### src/udr_pkg.sv
// Behaviour
// - every host access is one 16-bit word
// - per-endpoint registers follow the endpoint select
// - address field cleared by any reset
// - enable cleared by power/soft reset only
// - enable low means no answer to host
// - new address active only at status ack
// - bits 6..0 hold the matched device address
// - frame number holds last good frame start
// - unlock write restores writes blocked in suspend
// - two-byte scratch survives suspend
// - read-only three-byte identification register
package udr_pkg;

    // ****************************************
    // register offsets
    // ****************************************
    localparam logic [7:0] OFS_ADDR       = 8'h00;
    localparam logic [7:0] OFS_EP_MAXPKT  = 8'h04;
    localparam logic [7:0] OFS_EP_KIND    = 8'h08;
    localparam logic [7:0] OFS_MODE       = 8'h0c;
    localparam logic [7:0] OFS_IRQ_SETUP  = 8'h10;
    localparam logic [7:0] OFS_SESSION    = 8'h12;
    localparam logic [7:0] OFS_IRQ_MASK   = 8'h14;
    localparam logic [7:0] OFS_IRQ_FLAGS  = 8'h18;
    localparam logic [7:0] OFS_EP_COUNT   = 8'h1c;
    localparam logic [7:0] OFS_EP_STATE   = 8'h1e;
    localparam logic [7:0] OFS_EP_FIFO    = 8'h20;
    localparam logic [7:0] OFS_EP_ACTIONS = 8'h28;
    localparam logic [7:0] OFS_EP_SELECT  = 8'h2c;
    localparam logic [7:0] OFS_DMA_CMD    = 8'h30;
    localparam logic [7:0] OFS_DMA_COUNT  = 8'h34;
    localparam logic [7:0] OFS_DMA_SETUP  = 8'h38;
    localparam logic [7:0] OFS_DMA_PINS   = 8'h3c;
    localparam logic [7:0] OFS_DMA_CAUSE  = 8'h50;
    localparam logic [7:0] OFS_DMA_MASK   = 8'h54;
    localparam logic [7:0] OFS_DMA_EP     = 8'h58;
    localparam logic [7:0] OFS_DMA_BURST  = 8'h64;
    localparam logic [7:0] OFS_PART_ID    = 8'h70;
    localparam logic [7:0] OFS_FRAME      = 8'h74;
    localparam logic [7:0] OFS_SCRATCH    = 8'h78;
    localparam logic [7:0] OFS_UNLOCK     = 8'h7c;
    localparam logic [7:0] OFS_TEST       = 8'h84;
    localparam logic [7:0] OFS_HI         = 8'h02;

    // ****************************************
    // fields and reset values
    // ****************************************
    localparam int          ADDR_EN_BIT     = 7;
    localparam int          MODE_SFRESET    = 4;
    localparam int          MODE_VBUS_BIT   = 8;
    localparam logic [15:0] MODE_WMASK      = 16'h02ff;
    localparam logic [15:0] MODE_BUS_KEEP   = 16'h0009;
    localparam logic [7:0]  RST_ADDR        = 8'h00;
    localparam logic [15:0] RST_MODE        = 16'h0000;

    typedef struct packed {
        logic [7:0]  addr;
        logic [15:0] data;
        logic        cs;
        logic        rd;
        logic        wr;
    } udr_bus_t;

endpackage

### src/udr_register_map.sv
`timescale 1ns/100ps
module udr_register_map
    import udr_pkg::*;
#(
    parameter int          EP_IDX_W = 5,
    parameter logic [23:0] PART_IDENTIFICATION  = 24'h5a0c3e  // arbitrary value
)(
    input  wire logic        clock,
    input  wire logic        resetn,
    input  wire logic        bus_cs_n,
    input  wire logic        bus_rd_n,
    input  wire logic        bus_wr_n,
    input  wire logic [7:0]  bus_addr,
    input  wire logic [15:0] bus_data_in,
    input  wire logic        vbus_pin,
    input  wire logic        usb_bus_reset,
    input  wire logic        status_ack,
    input  wire logic        suspend_active,
    input  wire logic        sof_valid,
    input  wire logic [10:0] sof_frame,
    input  wire logic [31:0] irq_events,
    output logic      [15:0] bus_data_out,
    output logic             bus_data_oe_n,
    output logic      [6:0]  usb_address_field,
    output logic             function_enable_bit,
    output logic      [15:0] mode_control,
    output logic             write_locked,
    output logic             soft_reset_pulse
);

    localparam int EP_N = 1 << EP_IDX_W;

    function automatic logic [31:0] put_half(input logic [31:0] old,
                                             input logic        hi,
                                             input logic [15:0] d);
        return hi ? {d, old[15:0]} : {old[31:16], d};
    endfunction

    // ****************************************
    // pin synchronisers
    // ****************************************
    udr_bus_t    pin_now;
    udr_bus_t    bus_s1;
    udr_bus_t    bus_s2;
    udr_bus_t    bus_prev;
    logic        vbus_s1;
    logic        vbus_s2;
    logic        rst_all;
    logic        wr_ev;
    logic        wr_ok;
    logic        rd_act;
    logic [7:0]  wa;
    logic [15:0] wd;

    assign pin_now = '{addr: bus_addr, data: bus_data_in, cs: ~bus_cs_n,
                       rd: ~bus_rd_n, wr: ~bus_wr_n};

    // strobes pass the same two stages as data; host must hold data across them
    always_ff @(posedge clock)
    begin
        if (!resetn)
        begin
            bus_s1   <= '0;
            bus_s2   <= '0;
            bus_prev <= '0;
            vbus_s1  <= 1'b0;
            vbus_s2  <= 1'b0;
        end
        else
        begin
            bus_s1   <= pin_now;
            bus_s2   <= bus_s1;
            bus_prev <= bus_s2;
            vbus_s1  <= vbus_pin;
            vbus_s2  <= vbus_s1;
        end
    end

    assign rst_all = ~resetn | soft_reset_pulse;
    assign wa      = bus_s2.addr;
    assign wd      = bus_s2.data;
    assign rd_act  = bus_s2.cs & bus_s2.rd;
    assign wr_ev   = bus_s2.cs & bus_s2.wr & ~(bus_prev.cs & bus_prev.wr);
    assign wr_ok   = wr_ev & (~write_locked | (wa == OFS_UNLOCK));

    // ****************************************
    // address register
    // ****************************************
    logic [6:0] addr_pend;

    always_ff @(posedge clock)
    begin
        if (rst_all)
        begin
            addr_pend           <= RST_ADDR[6:0];
            usb_address_field   <= RST_ADDR[6:0];
            function_enable_bit <= RST_ADDR[ADDR_EN_BIT];
        end
        else
        begin
            if (usb_bus_reset)
            begin
                addr_pend         <= RST_ADDR[6:0];
                usb_address_field <= RST_ADDR[6:0];
            end
            else
            begin
                if (wr_ok && wa == OFS_ADDR)
                    addr_pend <= wd[6:0];
                // old address stays live until the empty status packet is acked
                if (status_ack)
                    usb_address_field <= addr_pend;
            end
            // enable survives a bus reset and gates all replies at once
            if (wr_ok && wa == OFS_ADDR)
                function_enable_bit <= wd[ADDR_EN_BIT];
        end
    end

    // ****************************************
    // mode, soft reset, write lock
    // ****************************************
    logic susp_prev;

    always_ff @(posedge clock)
    begin
        if (!resetn)
            soft_reset_pulse <= 1'b0;
        else
            soft_reset_pulse <= wr_ok && wa == OFS_MODE && mode_control[MODE_SFRESET]
                                && !wd[MODE_SFRESET];
    end

    always_ff @(posedge clock)
    begin
        if (rst_all)
            mode_control <= RST_MODE;
        else if (usb_bus_reset)
            mode_control <= mode_control & MODE_BUS_KEEP;
        else if (wr_ok && wa == OFS_MODE)
            mode_control <= wd & MODE_WMASK;
        mode_control[MODE_VBUS_BIT] <= vbus_s2;
    end

    always_ff @(posedge clock)
    begin
        if (rst_all)
        begin
            susp_prev    <= 1'b0;
            write_locked <= 1'b0;
        end
        else
        begin
            susp_prev <= suspend_active;
            // entering suspend wins over an unlock in the same cycle
            if (suspend_active && !susp_prev)
                write_locked <= 1'b1;
            else if (wr_ev && wa == OFS_UNLOCK)
                write_locked <= 1'b0;
        end
    end

    // ****************************************
    // endpoint indexed registers
    // ****************************************
    logic [7:0]          ep_select;
    logic [EP_IDX_W-1:0] ep;
    logic [15:0]         ep_maxpkt  [EP_N];
    logic [15:0]         ep_kind    [EP_N];
    logic [15:0]         ep_count   [EP_N];
    logic [15:0]         ep_fifo    [EP_N];
    logic [7:0]          ep_state   [EP_N];
    logic [7:0]          ep_actions [EP_N];

    assign ep = ep_select[EP_IDX_W-1:0];

    always_ff @(posedge clock)
    begin
        if (rst_all)
        begin
            for (int i = 0; i < EP_N; i++)
            begin
                ep_maxpkt[i]  <= '0;
                ep_kind[i]    <= '0;
                ep_count[i]   <= '0;
                ep_fifo[i]    <= '0;
                ep_state[i]   <= '0;
                ep_actions[i] <= '0;
            end
        end
        else if (wr_ok)
        begin
            case (wa)
                OFS_EP_MAXPKT:  ep_maxpkt[ep]  <= wd;
                OFS_EP_KIND:    ep_kind[ep]    <= wd;
                OFS_EP_COUNT:   ep_count[ep]   <= wd;
                OFS_EP_FIFO:    ep_fifo[ep]    <= wd;
                OFS_EP_STATE:   ep_state[ep]   <= wd[7:0];
                OFS_EP_ACTIONS: ep_actions[ep] <= wd[7:0];
                default:        ;
            endcase
        end
    end

    // ****************************************
    // plain storage registers
    // ****************************************
    logic [7:0]  irq_setup;
    logic [7:0]  session;
    logic [31:0] irq_mask;
    logic [31:0] irq_flags;
    logic [31:0] irq_clr;
    logic [31:0] dma_count;
    logic [15:0] dma_setup;
    logic [7:0]  dma_pins;
    logic [15:0] dma_cause;
    logic [15:0] dma_mask;
    logic [7:0]  dma_ep;
    logic [15:0] dma_burst;
    logic [7:0]  test_ctl;
    logic [15:0] scratch;
    logic [15:0] frame;

    always_ff @(posedge clock)
    begin
        if (rst_all)
        begin
            ep_select <= '0;
            irq_setup <= '0;
            session   <= '0;
            irq_mask  <= '0;
            dma_count <= '0;
            dma_setup <= '0;
            dma_pins  <= '0;
            dma_cause <= '0;
            dma_mask  <= '0;
            dma_ep    <= '0;
            dma_burst <= '0;
            test_ctl  <= '0;
            scratch   <= '0;
        end
        else if (wr_ok)
        begin
            // byte registers keep only the low lane
            case (wa)
                OFS_EP_SELECT:          ep_select <= wd[7:0];
                OFS_IRQ_SETUP:          irq_setup <= wd[7:0];
                OFS_SESSION:            session   <= wd[7:0];
                OFS_IRQ_MASK:           irq_mask  <= put_half(irq_mask, 1'b0, wd);
                OFS_IRQ_MASK + OFS_HI:  irq_mask  <= put_half(irq_mask, 1'b1, wd);
                OFS_DMA_COUNT:          dma_count <= put_half(dma_count, 1'b0, wd);
                OFS_DMA_COUNT + OFS_HI: dma_count <= put_half(dma_count, 1'b1, wd);
                OFS_DMA_SETUP:          dma_setup <= wd;
                OFS_DMA_PINS:           dma_pins  <= wd[7:0];
                OFS_DMA_CAUSE:          dma_cause <= wd;
                OFS_DMA_MASK:           dma_mask  <= wd;
                OFS_DMA_EP:             dma_ep    <= wd[7:0];
                OFS_DMA_BURST:          dma_burst <= wd;
                OFS_TEST:               test_ctl  <= wd[7:0];
                OFS_SCRATCH:            scratch   <= wd;
                default:                ;
            endcase
        end
    end

    always_comb
    begin
        irq_clr = '0;
        if (wr_ok && wa == OFS_IRQ_FLAGS)
            irq_clr = put_half('0, 1'b0, wd);
        else if (wr_ok && wa == OFS_IRQ_FLAGS + OFS_HI)
            irq_clr = put_half('0, 1'b1, wd);
    end

    // write one to clear; a new event in the clearing cycle still sets
    always_ff @(posedge clock)
    begin
        if (rst_all)
            irq_flags <= '0;
        else
            irq_flags <= (irq_flags & ~irq_clr) | irq_events;
    end

    always_ff @(posedge clock)
    begin
        if (rst_all)
            frame <= '0;
        else if (sof_valid)
            frame <= {5'h00, sof_frame};
    end

    // ****************************************
    // read path
    // ****************************************
    logic [15:0] next_rdata;

    always_comb
    begin
        next_rdata = '0;
        case (wa)
            OFS_ADDR:               next_rdata = {8'h00, function_enable_bit, addr_pend};
            OFS_EP_MAXPKT:          next_rdata = ep_maxpkt[ep];
            OFS_EP_KIND:            next_rdata = ep_kind[ep];
            OFS_MODE:               next_rdata = mode_control;
            OFS_IRQ_SETUP:          next_rdata = {8'h00, irq_setup};
            OFS_SESSION:            next_rdata = {8'h00, session};
            OFS_IRQ_MASK:           next_rdata = irq_mask[15:0];
            OFS_IRQ_MASK + OFS_HI:  next_rdata = irq_mask[31:16];
            OFS_IRQ_FLAGS:          next_rdata = irq_flags[15:0];
            OFS_IRQ_FLAGS + OFS_HI: next_rdata = irq_flags[31:16];
            OFS_EP_COUNT:           next_rdata = ep_count[ep];
            OFS_EP_STATE:           next_rdata = {8'h00, ep_state[ep]};
            OFS_EP_FIFO:            next_rdata = ep_fifo[ep];
            OFS_EP_ACTIONS:         next_rdata = {8'h00, ep_actions[ep]};
            OFS_EP_SELECT:          next_rdata = {8'h00, ep_select};
            OFS_DMA_COUNT:          next_rdata = dma_count[15:0];
            OFS_DMA_COUNT + OFS_HI: next_rdata = dma_count[31:16];
            OFS_DMA_SETUP:          next_rdata = dma_setup;
            OFS_DMA_PINS:           next_rdata = {8'h00, dma_pins};
            OFS_DMA_CAUSE:          next_rdata = dma_cause;
            OFS_DMA_MASK:           next_rdata = dma_mask;
            OFS_DMA_EP:             next_rdata = {8'h00, dma_ep};
            OFS_DMA_BURST:          next_rdata = dma_burst;
            OFS_PART_ID:            next_rdata = PART_IDENTIFICATION[15:0];
            OFS_PART_ID + OFS_HI:   next_rdata = {8'h00, PART_IDENTIFICATION[23:16]};
            OFS_FRAME:              next_rdata = frame;
            OFS_SCRATCH:            next_rdata = scratch;
            OFS_TEST:               next_rdata = {8'h00, test_ctl};
            default:                next_rdata = '0;
        endcase
    end

    always_ff @(posedge clock)
    begin
        if (!resetn)
        begin
            bus_data_out  <= '0;
            bus_data_oe_n <= 1'b1;
        end
        else
        begin
            bus_data_out  <= rd_act ? next_rdata : '0;
            bus_data_oe_n <= ~rd_act;
        end
    end
endmodule

### config.mk
export PLATFORM = sky130hd
export DESIGN_NAME = udr_register_map
export DESIGN_NICKNAME = d
export VERILOG_FILES = /design/src/udr_pkg.sv /design/src/udr_register_map.sv
export SDC_FILE = /design/constraint.sdc
export NUM_CORES = 2
export LEC_CHECK = 0
export ABC_AREA = 1
export BUFFER_PORTS_ARGS = -buffer_cell sky130_fd_sc_hd__buf_4
export CAP_MARGIN = 20
export CORE_UTILIZATION = 40
export CTS_CLUSTER_DIAMETER = 60
export DETAILED_ROUTE_END_ITERATION = 10
export PLACE_DENSITY_LB_ADDON = 0.05
export RECOVER_POWER = 50
export SYNTH_ARGS = -nofsm -noshare
export SYNTH_HDL_FRONTEND = slang
export SYNTH_SLANG_ARGS = --single-unit
### constraint.sdc
create_clock -name clock -period 5.3 [get_ports clock]
set_input_delay 0.265 -clock clock [delete_from_list [all_inputs] [get_ports clock]]
set_output_delay 0.265 -clock clock [all_outputs]
set_load 0.05 [all_outputs]
==> impl_results.md <==
* CP top delay family: simple AND/OR/NAND/NOR gates
* Maximum vdd drop at 0.273 mV
* Slew @ Worst Pin at 2.24 ns
* Row count at 208
* Via count at 100k
* Most frequent cells in the layout: 3782 x nand2_1, 2761 x nor2_1, 2560 x edfxtp_1, 2386 x nand3_1, 354 x clkbuf_16
* Initial drt markers at 11.4k
* PortBufs at 113
* RR Startpoint: wa[2]
* Critical Path Stages at 11
* Sink Count at 2903
* DIE AREA at 325000 µm²
* Reg clk slew, reported paths at 0.06 ns
* HP Class: primary input to flop
* Post-CTS Setup Bufs at 0
* Final period util at 86.8%
* Slowest-stage cell, CP: nand2_1
* Worst r2r dst: ep_fifo[2][9]
* Final setup fails at 0
* Vias in the first global route at 95.6k
* Minimum clock period at 4.60 ns
* Buf/Inv on CP at 3
* WP data required at 5.86 ns
* Die Span Y at 570 µm
* Worst Setup End Kind: flop
* Main synth FF type: edfxtp_1
* First-pass GRT wire length at 676 mm
* Area of the multi-input gates at 39800 µm²
* Run status: finished with violations
* Global router's overall resource usage at 28.5%
* Via density at 5.53
* Asr flop ratio synth at 0%
* Storage cell area at 83800 µm²
* Peak Freq at 217 MHz
* Core Util, Final at 45.3%
* DR WL/cell at 26.0 µm
* Initial antenna violation count at 21
* R2R cell count at 11
* Worst setup SP type: flop
* Clk buf depth at 4
* DRT Pass-1 Iters at 5
* Cell area after synthesis at 129000 µm²
* Total wire length at 473 mm
* TritonCTS clock tree: yes
* Yosys top cell area share at 59.5%
* Core area at 321000 µm²
* Total Power at 0.0508 W
* Largest net degree at the start of global routing at 155
* Commonest non-fill, non-tap cell in the layout: nand2_1
* Reg2reg setup slack at 0.70 ns
* Most used cell, CP: nand2_1
* CTS Buf Count at 345
* Slew HR at -49.6%
* Width of the die at 570 µm
* Crit path DAT at 5.16 ns
* Setup CP Type: flop to flop
* PD cells at 349 nW/µm²
* Critical path startpoint: wa[2]
* Initial Utilization at 40.2%
* Crit path cell chain: nand2_1 -> inv_2 -> nand2_2 -> o21ai_1 -> nand2_1 -> clkinvlp_2 -> nand2_4 -> nor3_1 -> buf_12 -> nand2_1 -> nand2_1
* Crit-path max FO at 32
* Failing checks: max-capacitance violations, max-slew violations
* Area Overhead vs Synth at 12.6%
* RSZ-0062 raised after global routing: no
* Hold Fails Final Rpt at 0
* CTS-repair resized insts at 0
* Layout cells sized above 1 at 6.17%
* Syn Inst Count at 13.8k
* Synth area leader: edfxtp_1
* Synth Warn # at 0
* # IOs at 120
* Register area share after synthesis at 64.8%
* Antenna-violating nets left at 0
* Synth Register Bits at 2903
* Fill count at 31.1k
* Hpwl dp at 286 mm
* Clock latency on the worst-skew pair at 0.94 ns
* Syn avg cell area at 9.33 µm²
* Max incr delay on CP at 0.85 ns
* Netlist cell types at 31
* Post-synth EDFFs at 2560
* Residual DRC at 0
* Synth top area cells: edfxtp_1 60%, nand2_1 11%, nand3_1 9.2%, nor2_1 8.1%, dfxtp_1 5.3%
* Cell leakage power at 52.0 nW
* Slew Limit Fails at 125
* Clock root buffer: clkbuf_16
* Max cap viols at 3
* Layout Skew at 0.0541 ns
* Remaining Overflow, GRT at 0
* Placer Congestion at 0.913
* Worst Setup EP: ep_fifo[2][9]
* Nets at 13.6k
* Setup TNS at 0 ns
* H-tree levels at 5
[cell usage after synthesis (all sizes together) (3+ instances only)]
library cell / number
clkinv: 12
dfxtp: 343
nor2: 2799
o21ai: 208
o211ai: 5
edfxtp: 2560
buf: 185
a31oi: 8
nand3: 2386
nor3: 5
nand2: 3789
nand4: 14
clkbuf: 944
a21oi: 297
inv: 261
o22ai: 19
o2111ai: 3
[tightest hold or removal path: cells and delay by family]
family / cells / cell delay, ns
buf+inv: 3 / 0.69
simple gates: 1 / 0.08
[worst min-delay path by stage]
stage,from,endpoint,cells past startpoint,slack [ns]
after floorplan,vbus_s2,mode_control[8],0,0.31
after global placement,vbus_s2,mode_control[8],0,0.31
after detailed placement,vbus_s2,mode_control[8],0,0.31
after CTS,suspend_active,susp_prev,4,0.06
after global routing,irq_events[1],irq_flags[1],4,0.12
final,suspend_active,susp_prev,4,0.12
[per-stage QoR]
| stage | std cells | setup WS, ns | instance area [µm²] | hold WS (ns) |
|---|---|---|---|---|
| 2_1_floorplan | 13800 | 2.69 | 129000 | 0.310 |
| 6_report | 18100 | 0.700 | 145000 | 0.118 |
| 5_1_grt | 18100 | 0.507 | 145000 | 0.117 |
| 4_1_cts | 18100 | 1.17 | 146000 | 0.0595 |
| 3_5_place_dp | 17400 | 1.18 | 134000 | 0.314 |
| 3_3_place_gp | 17400 | 1.12 | 134000 | 0.313 |
[layer usage]
metal | share of wire [%] | global-route usage, % | vias to the layer above
li1 | - | - | 45700
met1 | 43 | 40.2 | 49700
met2 | 46 | 44.9 | 4309
met3 | 7.7 | 4.06 | 704
met4 | 3.7 | 9.97 | 4
met5 | 0.0057 | 0 | -
[where the power goes]
| part | switching [W] | leakage (nW) | internal, W |
|---|---|---|---|
| logic | 0.00141 | 18.6 | 0.000364 |
| clock network | 0.00985 | 5.28 | 0.0132 |
| registers | 0.000267 | 28.2 | 0.0257 |
[area by class of cell]
| type | count | share of cell area [%] |
|---|---|---|
| Sequential cell | 2903 | 57.6 |
| Multi-Input combinational cell | 9544 | 27.4 |
| Clock buffer | 446 | 6.41 |
| Tap cell | 4305 | 3.70 |
| Timing Repair Buffer | 474 | 3.03 |
| Clock inverter | 186 | 1.04 |
| Inverter | 273 | 0.797 |
| Antenna cell | 12 | 0.0207 |
[kinds of logic after synthesis]
group,count (synthesis),share of synthesized area [%]
AOI/OAI and AO/OA,540,2.14
buffers and inverters,1402,4.28
DFF,2903,64.8
other,1,0.00290
and+or+nand+nor,8998,28.7
[sequential cells by signal (all words and copies together) (netlist names), 10 cells and up, named ones only]
| register | count |
|---|---|
| bus_data_out | 16 |
| bus_s1 | 27 |
| dma_burst | 16 |
| dma_cause | 16 |
| dma_count | 32 |
| dma_mask | 16 |
| dma_setup | 16 |
| ep_actions | 256 |
| ep_count | 512 |
| ep_fifo | 512 |
| ep_kind | 512 |
| ep_maxpkt | 512 |
| ep_state | 256 |
| frame | 11 |
| irq_flags | 32 |
| irq_mask | 32 |
| mode_control | 10 |
| scratch | 16 |
| wd | 16 |
[repair_timing]
action                                  CTS  global route
endpoints found under the setup margin    0             0
hold endpoints to repair                127             0
hold buffers                            136             0
(Power assumes the default switching activity.)
